`config.mk`:
```
export PLATFORM = sky130hd
export DESIGN_NAME = ssew_port
export DESIGN_NICKNAME = d
export VERILOG_FILES = /design/src/hw/ssew_port.v
export VERILOG_INCLUDE_DIRS = /design/src /design/src/hw
export SDC_FILE = /design/constraint.sdc
export NUM_CORES = 1
export LEC_CHECK = 0
export BUFFER_PORTS_ARGS = -buffer_cell sky130_fd_sc_hd__clkbuf_2
export CAP_MARGIN = 20
export CORE_MARGIN = 2
export CORE_UTILIZATION = 35
export CTS_CLUSTER_SIZE = 40
export DETAILED_ROUTE_END_ITERATION = 6
export GPL_ROUTABILITY_DRIVEN = 0
export PLACE_DENSITY_LB_ADDON = 0.05
export SYNTH_ARGS = -nofsm -noshare
export SYNTH_HDL_FRONTEND = slang
export SYNTH_SLANG_ARGS = --single-unit
export TNS_END_PERCENT = 10
```
`constraint.sdc`:
```
create_clock -name sys_clk_i -period 4.7 [get_ports sys_clk_i]
set_input_delay 0.47 -clock sys_clk_i [delete_from_list [all_inputs] [get_ports sys_clk_i]]
set_output_delay 0.47 -clock sys_clk_i [all_outputs]
set_load 0.1 [all_outputs]
```
`src/hw/ssew_defines.vh`:
```
// register offsets, field positions and reset values for the serial port
// included by the single design file; definitions only
`ifndef SSEW_DEFINES_VH
`define SSEW_DEFINES_VH
`define SSEW_OFF_CR1      3'h0
`define SSEW_OFF_CR2      3'h1
`define SSEW_OFF_ICR      3'h2
`define SSEW_OFF_SR       3'h3
`define SSEW_OFF_DR       3'h4
`define SSEW_OFF_RXCHK    3'h6
`define SSEW_OFF_TXCHK    3'h7
// first control register fields
`define SSEW_CR1_EN       6
`define SSEW_CR1_CTRL     2
`define SSEW_CR1_CPOL     1
`define SSEW_CR1_CLOCK_PHASE_BIT     0
// second control register fields
`define SSEW_CR2_ONEW     7
`define SSEW_CR2_ONEWOUT  6
`define SSEW_CR2_CHKEN    5
`define SSEW_CR2_CHKNEXT  4
`define SSEW_CR2_RECEIVE_ONLY_BIT   2
`define SSEW_CR2_SOFTSEL  1
`define SSEW_CR2_SELLVL   0
// irq control register fields
`define SSEW_ICR_TX_EMPTY_IRQ_ENABLE     7
`define SSEW_ICR_RX_FULL_IRQ_ENABLE     6
`define SSEW_ICR_ERROR_IRQ_ENABLE    5
`define SSEW_ICR_WAKE_IRQ_ENABLE     4
// status register fields
`define SSEW_SR_BUSY      7
`define SSEW_SR_OVR       6
`define SSEW_SR_MODE_FAULT_FLAG      5
`define SSEW_SR_CHKERR    4
`define SSEW_SR_WAKE      3
`define SSEW_SR_TXE       1
`define SSEW_SR_RXF       0
`define SSEW_RST_SR       8'h02
`define SSEW_BYTE_BITS    4'h8
`endif

```
`src/hw/ssew_port.v`:
```
// serial port control: status, error, shutdown and wake behaviour
// assumes a synchronous register port, serial pins from another domain
`timescale 1ns/1ps
`include "ssew_defines.vh"

// How it works
// - busy rises at transfer start, stays low in controller one-wire receive
// - busy clears at transfer end, on disable, and on mode fault
// - busy is hardware only; status register writes do not change it
// - controller back-to-back transfers keep busy high throughout
// - target continuous traffic drops busy between bytes until the next trailing serial clock edge
// - target receive disable takes effect after the byte in flight
// - controller sees select low, hardware or soft, then mode fault
// - mode fault clears port enable and controller select
// - mode fault clears by status access then first control write
// - while mode fault is set, enable and controller select cannot set
// - a target never sets mode fault; an old fault stays
// - byte while rx full sets overrun, keeps old byte, drops later
// - overrun clears by data read followed by status read
// - check mismatch set when received check word differs from rx check
// - in wait the port runs on; any enabled event wakes the device
// - halt freezes the port; controller resumes after wake
// - target in halt with select sets wake flag on first sample edge
// - irq sources tx, rx, wake and shared error enable; wake exits halt
// - tx empty cleared by data write, rx full cleared by data read
module ssew_port #(
	parameter DIV = 8'd4
) (
	// clock and reset
	input  wire       sys_clk_i,
	input  wire       reset_i,
	input  wire       clk_en_i,
	// register port
	input  wire [2:0] addr_i,
	input  wire [7:0] wdata_i,
	input  wire       wr_i,
	input  wire       rd_i,
	output reg  [7:0] rdata_o,
	// low power state
	input  wire       halt_i,
	output wire       wait_wake_o,
	output wire       halt_wake_o,
	output wire       irq_o,
	// serial pins
	input  wire       sclk_i,
	input  wire       select_n_i,
	input  wire       sdi_i,
	output reg        sclk_o,
	output reg        sclk_oe_o,
	output reg        sdo_o,
	output reg        sdo_oe_o
);
	// pin synchronisers
	reg [1:0] sclk_s;
	reg [1:0] sel_s;
	reg [1:0] sdi_s;
	reg       sclk_d1;

	// control registers and data buffers
	reg [7:0] cr1_q;
	reg [7:0] cr2_q;
	reg [7:0] icr_q;
	reg [7:0] tx_buf_q;
	reg [7:0] rx_buf_q;
	reg [7:0] shift_q;
	reg [7:0] rxchk_q;
	reg [7:0] txchk_q;

	// status flags and clear sequences
	reg       txe_q;
	reg       rxf_q;
	reg       ovr_q;
	reg       mode_fault_flag_q;
	reg       chkerr_q;
	reg       wake_q;
	reg       busy_q;
	reg       ovr_lock_q;
	reg       mode_fault_flag_seen_q;
	reg       dr_rd_seen_q;
	reg       chk_phase_q;

	// transfer engine
	reg [3:0] bit_q;
	reg       active_q;
	reg       gap_q;
	reg       halt_seen_q;
	reg [7:0] div_q;

	wire en       = cr1_q[`SSEW_CR1_EN];
	wire ctrl     = cr1_q[`SSEW_CR1_CTRL];
	wire cpol     = cr1_q[`SSEW_CR1_CPOL];
	wire clock_phase_bit     = cr1_q[`SSEW_CR1_CLOCK_PHASE_BIT];
	wire onew     = cr2_q[`SSEW_CR2_ONEW];
	wire onew_out = cr2_q[`SSEW_CR2_ONEWOUT];
	wire rx_only  = cr2_q[`SSEW_CR2_RECEIVE_ONLY_BIT] | (onew & ~onew_out);
	wire sel_n    = cr2_q[`SSEW_CR2_SOFTSEL] ? cr2_q[`SSEW_CR2_SELLVL]
	                                         : sel_s[1];
	// first stage read only by second
	wire s_lvl    = sclk_s[1];
	wire s_rise   = s_lvl & ~sclk_d1;
	wire s_fall   = ~s_lvl & sclk_d1;
	wire lead     = cpol ? s_fall : s_rise;
	wire trail    = cpol ? s_rise : s_fall;
	wire t_sample = clock_phase_bit ? trail : lead;
	wire t_shift  = clock_phase_bit ? lead : trail;
	wire sr_acc   = (rd_i | wr_i) && addr_i == `SSEW_OFF_SR;
	wire dr_wr    = wr_i && addr_i == `SSEW_OFF_DR;
	wire dr_rd    = rd_i && addr_i == `SSEW_OFF_DR;
	wire sr_rd    = rd_i && addr_i == `SSEW_OFF_SR;
	wire cr1_wr   = wr_i && addr_i == `SSEW_OFF_CR1;
	wire run      = clk_en_i & ~halt_i;
	wire fault    = en & ctrl & ~sel_n;
	wire ctl_go   = ctrl & en & ~active_q & (rx_only | ~txe_q);
	// controller generates serial clock from its own divider
	wire c_tick   = active_q & ctrl & (div_q == DIV);
	// leading edge leaves the idle level; clock_phase_bit picks sample or shift
	wire c_samp   = c_tick & ~(sclk_o ^ cpol ^ clock_phase_bit);
	wire c_shft   = c_tick & (sclk_o ^ cpol ^ clock_phase_bit);
	wire samp     = ctrl ? c_samp : (t_sample & ~sel_n & active_q);
	wire byte_end = samp & (bit_q == `SSEW_BYTE_BITS - 4'h1);
	wire [7:0] rx_word = {shift_q[6:0], sdi_s[1]};

	assign irq_o = (txe_q & icr_q[`SSEW_ICR_TX_EMPTY_IRQ_ENABLE]) |
	               (rxf_q & icr_q[`SSEW_ICR_RX_FULL_IRQ_ENABLE]) |
	               (wake_q & icr_q[`SSEW_ICR_WAKE_IRQ_ENABLE]) |
	               ((mode_fault_flag_q | ovr_q | chkerr_q) &
	                icr_q[`SSEW_ICR_ERROR_IRQ_ENABLE]);
	assign wait_wake_o = irq_o;
	assign halt_wake_o = wake_q & icr_q[`SSEW_ICR_WAKE_IRQ_ENABLE];

	// pin synchronisers run even in halt so wake can be seen
	always @(posedge sys_clk_i) begin
		if (reset_i) begin
			sclk_s  <= 2'b00;
			sel_s   <= 2'b11;
			sdi_s   <= 2'b00;
			sclk_d1 <= 1'b0;
		end else if (clk_en_i) begin
			sclk_s  <= {sclk_s[0], sclk_i};
			sel_s   <= {sel_s[0], select_n_i};
			sdi_s   <= {sdi_s[0], sdi_i};
			sclk_d1 <= sclk_s[1];
		end
	end

	// wake path runs on in halt, reading the frozen controller and select settings
	always @(posedge sys_clk_i) begin
		if (reset_i) begin
			wake_q      <= 1'b0;
			halt_seen_q <= 1'b0;
		end else if (clk_en_i) begin
			if (!halt_i)
				halt_seen_q <= 1'b0;
			if (halt_i && !ctrl && !sel_n && t_sample && !halt_seen_q) begin
				wake_q      <= 1'b1;
				halt_seen_q <= 1'b1;
			end else if (run && wr_i && addr_i == `SSEW_OFF_SR &&
			             !wdata_i[`SSEW_SR_WAKE])
				wake_q <= 1'b0;
		end
	end

	always @(posedge sys_clk_i) begin
		if (reset_i) begin
			// registers and buffers
			cr1_q        <= 8'h00;
			cr2_q        <= 8'h00;
			icr_q        <= 8'h00;
			tx_buf_q     <= 8'h00;
			rx_buf_q     <= 8'h00;
			shift_q      <= 8'h00;
			rxchk_q      <= 8'h00;
			txchk_q      <= 8'h00;
			// flags and clear sequences
			txe_q        <= 1'b1;
			rxf_q        <= 1'b0;
			ovr_q        <= 1'b0;
			mode_fault_flag_q       <= 1'b0;
			chkerr_q     <= 1'b0;
			busy_q       <= 1'b0;
			ovr_lock_q   <= 1'b0;
			mode_fault_flag_seen_q  <= 1'b0;
			dr_rd_seen_q <= 1'b0;
			chk_phase_q  <= 1'b0;
			// engine idle, pins released
			bit_q        <= 4'h0;
			active_q     <= 1'b0;
			gap_q        <= 1'b0;
			div_q        <= 8'h00;
			sclk_o       <= 1'b0;
			sclk_oe_o    <= 1'b0;
			sdo_o        <= 1'b0;
			sdo_oe_o     <= 1'b0;
			rdata_o      <= 8'h00;
		end else if (run) begin
			// register port writes
			if (cr1_wr) begin
				cr1_q <= wdata_i;
				if (mode_fault_flag_q) begin
					cr1_q[`SSEW_CR1_EN]   <= 1'b0;
					cr1_q[`SSEW_CR1_CTRL] <= 1'b0;
				end
			end
			if (wr_i && addr_i == `SSEW_OFF_CR2) begin
				cr2_q <= wdata_i;
				if (wdata_i[`SSEW_CR2_CHKEN] && !cr2_q[`SSEW_CR2_CHKEN]) begin
					rxchk_q <= 8'h00;
					txchk_q <= 8'h00;
				end
			end
			if (wr_i && addr_i == `SSEW_OFF_ICR)
				icr_q <= {wdata_i[7:4], 4'h0};
			if (dr_wr) begin
				tx_buf_q <= wdata_i;
				txe_q    <= 1'b0;
			end
			if (dr_rd)
				rxf_q <= 1'b0;
			rdata_o <= 8'h00;
			if (rd_i) begin
				case (addr_i)
				`SSEW_OFF_CR1:   rdata_o <= cr1_q;
				`SSEW_OFF_CR2:   rdata_o <= cr2_q;
				`SSEW_OFF_ICR:   rdata_o <= icr_q;
				`SSEW_OFF_SR:    rdata_o <= {busy_q, ovr_q, mode_fault_flag_q, chkerr_q,
				                             wake_q, 1'b0, txe_q, rxf_q};
				`SSEW_OFF_DR:    rdata_o <= rx_buf_q;
				`SSEW_OFF_RXCHK: rdata_o <= rxchk_q;
				`SSEW_OFF_TXCHK: rdata_o <= txchk_q;
				default:         rdata_o <= 8'h00;
				endcase
			end
			// status write-zero clear of the check error bit; set wins below
			if (wr_i && addr_i == `SSEW_OFF_SR && !wdata_i[`SSEW_SR_CHKERR])
				chkerr_q <= 1'b0;
			// mode fault clear sequence
			if (sr_acc && mode_fault_flag_q)
				mode_fault_flag_seen_q <= 1'b1;
			if (cr1_wr && mode_fault_flag_seen_q) begin
				mode_fault_flag_q      <= 1'b0;
				mode_fault_flag_seen_q <= 1'b0;
			end
			// overrun clear sequence
			if (dr_rd)
				dr_rd_seen_q <= 1'b1;
			if (sr_rd && dr_rd_seen_q) begin
				ovr_q        <= 1'b0;
				ovr_lock_q   <= 1'b0;
				dr_rd_seen_q <= 1'b0;
			end
			if (fault) begin
				mode_fault_flag_q <= 1'b1;
				mode_fault_flag_seen_q <= 1'b0;
				cr1_q[`SSEW_CR1_EN]   <= 1'b0;
				cr1_q[`SSEW_CR1_CTRL] <= 1'b0;
			end
			// clock output needs an enabled controller; data output also driven by a selected target
			sclk_oe_o <= en & ctrl & ~fault;
			sdo_oe_o  <= en & ~fault & ~rx_only & (ctrl | ~sel_n);
			if (!active_q)
				sclk_o <= cpol;
			// transfer engine
			if (ctrl && active_q)
				div_q <= c_tick ? 8'h00 : div_q + 8'h01;
			// shift edge only puts the next bit out; the sample edge
			// does the one shift per bit, so no bit is skipped
			if (t_shift && !ctrl && active_q && !sel_n)
				sdo_o <= shift_q[7];
			if (c_tick)
				sclk_o <= ~sclk_o;
			if (c_shft)
				sdo_o <= shift_q[7];
			if (samp) begin
				shift_q <= rx_word;
				bit_q   <= bit_q + 4'h1;
			end
			// start: load byte or check word; busy follows the mode
			if (ctl_go || (!ctrl && en && !active_q && !sel_n && !gap_q)) begin
				active_q <= 1'b1;
				shift_q  <= cr2_q[`SSEW_CR2_CHKNEXT] ? txchk_q : tx_buf_q;
				sdo_o    <= cr2_q[`SSEW_CR2_CHKNEXT] ? txchk_q[7] : tx_buf_q[7];
				chk_phase_q <= cr2_q[`SSEW_CR2_CHKNEXT];
				if (cr2_q[`SSEW_CR2_CHKNEXT])
					cr2_q[`SSEW_CR2_CHKNEXT] <= 1'b0;
				else
					txe_q <= 1'b1;
				bit_q <= 4'h0;
				div_q <= 8'h00;
				busy_q <= ~(ctrl & onew & ~onew_out);
			end
			if (gap_q && (trail || sel_n))
				gap_q <= 1'b0;
			// byte complete: capture, check, then reload or go idle
			if (byte_end) begin
				bit_q <= 4'h0;
				if (chk_phase_q && cr2_q[`SSEW_CR2_CHKEN] && rx_word != rxchk_q)
					chkerr_q <= 1'b1;
				if (!chk_phase_q && cr2_q[`SSEW_CR2_CHKEN]) begin
					rxchk_q <= rxchk_q ^ rx_word;
					txchk_q <= txchk_q ^ shift_q;
				end
				if (rxf_q || ovr_lock_q) begin
					ovr_q      <= 1'b1;
					ovr_lock_q <= 1'b1;
				end else begin
					rx_buf_q <= rx_word;
					rxf_q    <= 1'b1;
				end
				if (ctrl && en && (rx_only || !txe_q || dr_wr)) begin
					// back to back: reload without dropping busy
					shift_q <= dr_wr ? wdata_i : tx_buf_q;
					if (!rx_only)
						txe_q <= 1'b1;
					chk_phase_q <= 1'b0;
				end else begin
					active_q <= 1'b0;
					busy_q   <= 1'b0;
					gap_q    <= ~ctrl;
				end
			end
			// target deselected mid-byte: end the frame here rather
			// than hold busy until the next select
			if (!ctrl && active_q && sel_n) begin
				active_q <= 1'b0;
				busy_q   <= 1'b0;
				bit_q    <= 4'h0;
			end
			if (!en || fault) begin
				// target finishes the byte in flight before going idle
				if (ctrl || fault || !active_q) begin
					active_q <= 1'b0;
					busy_q   <= 1'b0;
				end
			end
		end
	end
endmodule

```
==> results of run 1 <==
## sequential cells by signal (all words and copies together), names as in the netlist, 8 cells and up
name	cells
cr2_q	8
txchk_q	8
rdata_o	8
tx_buf_q	8
div_q	8
rx_buf_q	8
shift_q	8
rxchk_q	8
cr1_q	8
## cells by family (layout without fill, tap and decap cells)
logic type	Yosys count	in the layout	synth area share (%)
DFF	105	105	37.7
and+or+nand+nor	258	258	22.8
xor gates and xnor gates	16	16	2.65
AOI/OAI and AO/OA	161	161	19.2
buffers and inverters	53	58	4.04
adders and majority gates	3	3	0.673
muxes	66	66	12.9
## how the worst min path moves through the flow
stage                          end  slack, ns  cells after the start       start
after global placement    sdo_oe_o       0.44                      2    sdo_oe_o
after floorplan           sel_s[1]       0.43                      1    sel_s[0]
after global routing      sel_s[0]       0.32                      2  select_n_i
final                     sel_s[0]       0.33                      2  select_n_i
after detailed placement  sdo_oe_o       0.45                      2    sdo_oe_o
after CTS                 sel_s[0]       0.32                      2  select_n_i
## metal layers
layer / share of wire (%) / wire length, um / track usage, % / vias to the layer above
li1: - / - / - / 2427
met4: 2.3 / 407 / 6.51 / 0
met2: 48 / 8310 / 34.4 / 117
met1: 46 / 7960 / 28.1 / 2384
met3: 3.9 / 671 / 3.77 / 21
met5: 0 / 0 / 0 / -
## power by group through the flow
stage                     clock (mW)  sequential (mW)  combinational (mW)
after floorplan                    0            0.923              0.0772
after CTS                      0.876            0.902               0.116
after global placement             0            0.923               0.114
after global routing           0.909            0.903               0.126
final                          0.850            0.903               0.115
after detailed placement           0            0.923               0.116
## cell type report
| class | count | area share (%) |
|---|---|---|
| Multi-Input combinational cell | 504 | 52.7 |
| Sequential cell | 105 | 34.0 |
| Clock buffer | 13 | 4.37 |
| Tap cell | 216 | 4.37 |
| Timing Repair Buffer | 37 | 3.16 |
| Clock inverter | 2 | 0.972 |
| Inverter | 6 | 0.364 |
## critical path, cell delays in order (launching register included)
cell	delay (ns)
dfxtp_1	0.73
and2_1	0.30
nand3_2	0.19
o2bb2ai_2	0.44
nand4_1	0.62
mux2i_1	0.34
nor2_1	0.06
## placed cells by master (no fill, tap or decap), drive strengths merged, types with 3 or more instances in the layout
master / Yosys / routed
a211oi: 4 / 4
a21oi: 45 / 45
a221oi: 4 / 4
a22oi: 19 / 19
a311oi: 3 / 3
a31oi: 10 / 10
a32oi: 5 / 5
and2: 4 / 4
buf: 14 / 4
clkbuf: 33 / 46
dfxtp: 105 / 105
ha: 3 / 3
inv: 5 / 5
mux2: 14 / 14
mux2i: 49 / 49
mux4: 3 / 3
nand2: 74 / 74
nand2b: 5 / 5
nand3: 20 / 20
nand3b: 19 / 19
nand4: 11 / 11
nor2: 79 / 79
nor2b: 8 / 8
nor3: 10 / 10
nor4: 9 / 9
o21ai: 31 / 31
o22ai: 7 / 7
o311ai: 15 / 15
o41ai: 3 / 3
or3: 10 / 10
xnor2: 4 / 4
xor2: 12 / 12
==> flow_summary.toml, run 1 <==
[grt]
overflow = 0
grt_pass1_wl_um = 26600
grt_max_degree = 67
track_usage_pct = 21.0
antenna_found_initial = 0
grt_pass1_vias = 4582

[route]
drtIter0Drc = 456
viasPerCell = 5.60
wirelength_um = 17300
vias = 4949
antenna_left = 0
drc = 0
post_drt_wl_per_cell_um = 19.6
firstDrtPassIters = 5

[worst_setup_path]
critPathLaunchType = "flop"
r2r-start = "cr1_q[2]"
worstPathArrival_ns = 3.05
endpoint = "rx_buf_q[3]"
crit_fanout = 15
critPathLaunch = "cr1_q[2]"
rrSetupSlack_ns = 1.87
cp-end-kind = "flop"
r2r_end = "rx_buf_q[3]"
path_class = "flop to flop"
required_ns = 4.92
ff2ff_path_depth = 6

[synth]
synth.most_common_cell = "dfxtp_1"
yosys-top-cells-count = "105 x dfxtp_1, 79 x nor2_1, 74 x nand2_1"
async_flop_share_pct = 0
synth-seq-area-share_pct = 37.7
synth_area_sq_um = 5580
syn_area_per_cell_sq_um = 8.42
synth-main-ff-cell = "dfxtp_1"
synthTopCellsByArea = "dfxtp_1 38%, mux2i_1 8.6%, nor2_1 5.3%"
synth_nets = 685
ys_types = 59
synth_edf_count = 0
yosys_warnings = 0
yosysTopAreaCell = "dfxtp_1"
ys_ff_latch = 105
postSynthCellCount = 662
synth_top_area_share_pct = 37.7

[power_and_ir_drop]
p_sw_mw = 0.431
peakVddDrop_uv = 183
power.total_mw = 1.87
seqPwrFrac_pct = 48.3
leakagePower_nw = 2.28
intPower_mw = 1.44
p_comb_share_pct = 6.2
powerDensity_nw_per_um2 = 302
swShare_pct = 23.1
pwr-share-clk_pct = 45.5

[sta]
setup_viol = 0
max_freq_mhz = 354
fin_crit_sh_pct = 60.1
rsz0062_at_grt = "false"
slew_violations = 0
whs_ns = 0.328
finalCriticalPeriod_ns = 2.83
max_slew_margin_pct = 43.7
worst_pin_slew_ns = 0.845
final.setup.tns_ns = 0
finalHoldViolations = 0
layout_setup_ws_ns = 1.87
final.setup_skew_ns = 0.0103

[cells_and_area]
stdcell_count = 883
syn_to_final_growth_pct = 10.8
nets = 686
final_core_util_pct = 39.3
num-fill-cells = 1635
diodes = 0
register_area_sq_um = 2100
drive_above_1_share_pct = 12.3
multi_input_area_sq_um = 3260
design_area_sq_um = 6180

[clock_network]
cts_buffers = 9
clk_root_buffer_cell = "clkbuf_16"
clkLatencyLatePin_ns = 0.36
h-tree-depth = 3
cts_setup_buffers = 0
clock_sinks = 105
cts_resized = 0
postCtsHoldBufs = 0
clockBufferDepth = 2
cts_tree = "done"
clk_pin_slew_worst_paths_ns = 0.07

[job]
max_cap_viol_count = 0

[placement]
placed_area_sq_um = 5850
portBuffers = 34
pre_cts_slack_ns = 1.62
dp.cells = 868
dp_hpwl_um = 12400

[worst_hold_path]
hold_path_class = "input pin to flop"

[outcome]
outcome = "finished, final reports clean"

[floorplan]
die_y_um = 130
pin_count = 35
initial_core_util_pct = 35.5
core_sq_um = 15700
die_x_um = 130
dieArea_sq_um = 17000
rows = 46
No activity file was read; power rests on OpenSTA's default activity.
==> run 2, diff against run 1 <==
- clock period: 4.7 -> 2.4 ns (I/O delays scaled with it)
==> flow_summary.toml, run 2 (synthesis gave the netlist of run 1 again) <==
[cells_and_area]
final_common_cell = "dfxtp_1"
final_cell_mix = "105 x dfxtp_1, 79 x nor2_1, 73 x nand2_1"
syn_to_final_growth_pct = 17.8
diodes = 0
nets = 725
stdcell_count = 923
design_area_sq_um = 6570
final_core_util_pct = 41.8
drive_above_1_share_pct = 18.7
num-fill-cells = 1625

[worst_hold_path]
holdPathEnd = "sel_s[0]"
min-delay-start = "select_n_i"
hold_path_class = "input pin to flop"
min_delay_path_depth = 2

[route]
antenna_left = 0
wirelength_um = 18300
wl_met2_um = 8910
post_drt_wl_per_cell_um = 19.8
drt-met1-wl_um = 8470
vias = 5096
drc = 0
firstDrtPassIters = 5
viasPerCell = 5.52
wl_met3_um = 552
drtIter0Drc = 340
maxUsedRoutingLayer = "met4"

[worst_setup_path]
ff2ff_path_depth = 10
crit_path_top_delay_cell = "dfxtp_1"
path_class = "flop to flop"
path_buf_inv = 3
required_ns = 2.67
crit_path_max_incr_delay_ns = 0.34
r2r-start = "div_q[0]"
rrSetupSlack_ns = 0.12
crit_family = "simple AND/OR/NAND/NOR gates"
path_cells = "inv_1 > ha_1 > nor4b_4 > nand3_2 > a2bb2oi_4 > buf_12 > nor4_4 > buf_6 > nand2_1 > o311ai_2"
r2r_end = "rxchk_q[2]"
critPathLaunchType = "flop"
crit_fanout = 14
worstPathArrival_ns = 2.55
cp-end-kind = "flop"

[sta]
whs_ns = 0.0917
layout_setup_ws_ns = 0.117
setup_viol = 0
slew_violations = 0
final.setup_skew_ns = 0.0107
rsz0062_at_grt = "true"
worst_pin_slew_ns = 0.829
fin_crit_sh_pct = 95.1
finalCriticalPeriod_ns = 2.28
max_freq_mhz = 438
max_slew_margin_pct = 43.8
finalHoldViolations = 0

[floorplan]
rows = 46
core_sq_um = 15700
die_y_um = 130
pin_count = 35
dieArea_sq_um = 17000
die_x_um = 130
initial_core_util_pct = 35.5

[clock_network]
clockBufferDepth = 2
cts_tree = "done"
h-tree-depth = 3
clkLatencyLatePin_ns = 0.36
clk_pin_slew_worst_paths_ns = 0.07
cts_buffers = 9
clock_sinks = 105
postCtsHoldBufs = 0
clk_root_buffer_cell = "clkbuf_16"

[grt]
track_usage_pct = 22.2
grt_pass1_wl_um = 28200
overflow = 0
grt_pass1_vias = 4838
antenna_found_initial = 0
grt_max_degree = 38

[job]
max_cap_viol_count = 0

[power_and_ir_drop]
leakagePower_nw = 2.53
peakVddDrop_uv = 348
powerDensity_nw_per_um2 = 550

[placement]
placed_area_sq_um = 6150
dp_hpwl_um = 13500
dp.cells = 905
pre_cts_slack_ns = 0.0974
portBuffers = 34

[outcome]
outcome = "finished, final reports clean"
## run 2: per-layer routing
layer  GRT usage (%)  up-vias
met5               0        -
li1                -     2504
met4            6.01        0
met2            37.0       76
met1            29.5     2493
met3            4.22       23
## run 2: per-stage QoR
stage / TNS [ns] / total power [mW]
after CTS: 0 / 3.65
after detailed placement: 0 / 2.06
after global placement: 0 / 2.06
after floorplan: -0.0355 / 1.96
final: 0 / 3.61
after global routing: -0.114 / 3.73
## run 2: area by class of cell
cell class / instances / area [sq um] / share of cell area (%)
multi-input combinational: 504 / 3340 / 50.9
clock inverter: 4 / 48.8 / 0.743
tap: 216 / 270 / 4.12
sequential: 105 / 2100 / 32.0
inverter: 6 / 22.5 / 0.343
clock buffer: 12 / 267 / 4.06
timing repair buffer: 76 / 517 / 7.87
## run 2: worst max path at each step
stage            endpoint  startpoint  cells past startpoint  slack (ns)
2_1_floorplan  shift_q[1]      sclk_o                      6      -0.007
6_report       rxchk_q[2]    div_q[0]                     10        0.12
5_1_grt        rxchk_q[5]    div_q[1]                     10       -0.02
3_5_place_dp   txchk_q[0]    div_q[0]                     10         0.1
3_3_place_gp   shift_q[4]    cr1_q[0]                      6        0.19
4_1_cts        shift_q[3]    cr1_q[0]                      6        0.08
## run 2: repair_timing
action | in CTS | in global routing
setup buffers | 0 | 2
endpoints found under the setup margin | 0 | 23
gates resized for setup | 0 | 12
## run 2: worst register-to-register path, cell delays in order (launching register included)
cell	delay, ns
dfxtp_1	0.34
inv_1	0.07
ha_1	0.14
nor4b_4	0.25
nand3_2	0.15
a2bb2oi_4	0.26
buf_12	0.20
nor4_4	0.26
buf_6	0.18
nand2_1	0.11
o311ai_2	0.24
## run 2: where the power goes
group	switching, mW	leakage (nW)	internal, mW
Clock	0.690	0.159	0.896
Combinational	0.175	1.52	0.0848
Sequential	0.0117	0.847	1.75
Total	0.877	2.53	2.73
==> run 3, diff against run 2 <==
- CTS_BUF_LIST: not set -> sky130_fd_sc_hd__clkbuf_8
==> flow_summary.toml, run 3 (synthesis gave the netlist of run 1 again) <==
[outcome]
outcome = "finished, final reports clean"

[cells_and_area]
drive_above_1_share_pct = 17.4
design_area_sq_um = 6400
final_common_cell = "dfxtp_1"
nets = 723
final_cell_mix = "105 x dfxtp_1, 79 x nor2_1, 73 x nand2_1"
diodes = 0
syn_to_final_growth_pct = 14.8

[grt]
antenna_found_initial = 0
grt_max_degree = 38
track_usage_pct = 22.2
overflow = 0
grt_pass1_wl_um = 28200
grt_pass1_vias = 4846

[clock_network]
clk_root_buffer_cell = "clkbuf_8"
clk_pin_slew_worst_paths_ns = 0.10
clock_sinks = 105
clockBufferDepth = 2
clkLatencyLatePin_ns = 0.40
cts_tree = "done"
h-tree-depth = 3
cts_buffers = 9

[route]
post_drt_wl_per_cell_um = 19.7
wirelength_um = 18100
drc = 0
antenna_left = 0
firstDrtPassIters = 5
vias = 5117
drtIter0Drc = 326
viasPerCell = 5.56

[floorplan]
die_y_um = 130
die_x_um = 130
core_sq_um = 15700
initial_core_util_pct = 35.5
rows = 46
pin_count = 35
dieArea_sq_um = 17000

[sta]
slew_violations = 0
max_freq_mhz = 438
final.setup_skew_ns = 0.0169
worst_pin_slew_ns = 0.809
fin_crit_sh_pct = 95.1
max_slew_margin_pct = 45.2
rsz0062_at_grt = "true"
finalCriticalPeriod_ns = 2.28
finalHoldViolations = 0
setup_viol = 0
final.setup.tns_ns = 0

[worst_setup_path]
worstPathArrival_ns = 2.59
cp-end-kind = "flop"
required_ns = 2.70
critPathLaunchType = "flop"
crit_fanout = 14
path_class = "flop to flop"

[placement]
placed_area_sq_um = 6150
portBuffers = 34
dp_hpwl_um = 13500

[power_and_ir_drop]
peakVddDrop_uv = 375
powerDensity_nw_per_um2 = 506
power.total_mw = 3.24
leakagePower_nw = 2.46

[worst_hold_path]
hold_path_class = "input pin to flop"

[job]
max_cap_viol_count = 0
-- run 3: worst paths after layout --
| kind | start | cells after the start | slack (ns) | endpoint |
|---|---|---|---|---|
| hold / removal | select_n_i | 2 | 0.06 | sel_s[0] |
| hold reg to reg | sdo_oe_o | 2 | 0.46 | sdo_oe_o |
| setup / recovery | cr2_q[1] | 8 | 0.12 | txchk_q[4] |
| setup reg to reg | cr2_q[1] | 8 | 0.12 | txchk_q[4] |
-- run 3: repair_timing --
item,CTS,global route
hold buffers,0,0
gates resized for setup,0,6
endpoints found under the setup margin,0,26
buffers inserted,0,0
-- run 3: where the power goes --
part	switching, mW	total, mW	internal [mW]
Sequential	0.0118	1.77	1.75
Clock	0.643	1.21	0.569
Combinational	0.174	0.259	0.0851
Total	0.829	3.24	2.41
-- run 3: cell type report --
| type | instances | area [sq um] |
|---|---|---|
| fill | 1640 | 9310 |
| multi-input combinational | 504 | 3290 |
| sequential | 105 | 2100 |
| timing repair buffer | 74 | 502 |
| tap | 216 | 270 |
| clock buffer | 12 | 165 |
| clock inverter | 4 | 48.8 |
| inverter | 6 | 22.5 |
-- run 3: worst max-delay path, stage by stage, from the launching register on --
cell and delay (ns):
dfxtp_1 0.45, mux2i_2 0.26, and2_1 0.31, a2bb2oi_4 0.20, buf_12 0.20, nor4_4 0.26
buf_6 0.18, nand2_1 0.08, o311ai_1 0.24
-- run 3: per-stage QoR --
step | hold WS [ns] | utilization (%) | setup slack, ns | cells
2_1_floorplan | 0.362 | - | -0.00709 | 662
3_3_place_gp | 0.438 | 39.1 | 0.187 | 905
3_5_place_dp | 0.446 | 39.1 | 0.0974 | 905
4_1_cts | 0.0331 | 40.5 | 0.0786 | 921
5_1_grt | 0.0292 | 40.7 | -0.0499 | 921
6_report | 0.0564 | 40.7 | 0.118 | 921
-- run 3: routing by layer --
metal	part of all wire [%]	wire, um	GRT usage [%]	vias to the layer above
met1	45	8200	29.1	2479
met5	0	0	0	-
li1	-	-	-	2498
met4	2.2	403	6.58	0
met3	4.3	777	4.43	32
met2	48	8750	36.9	108
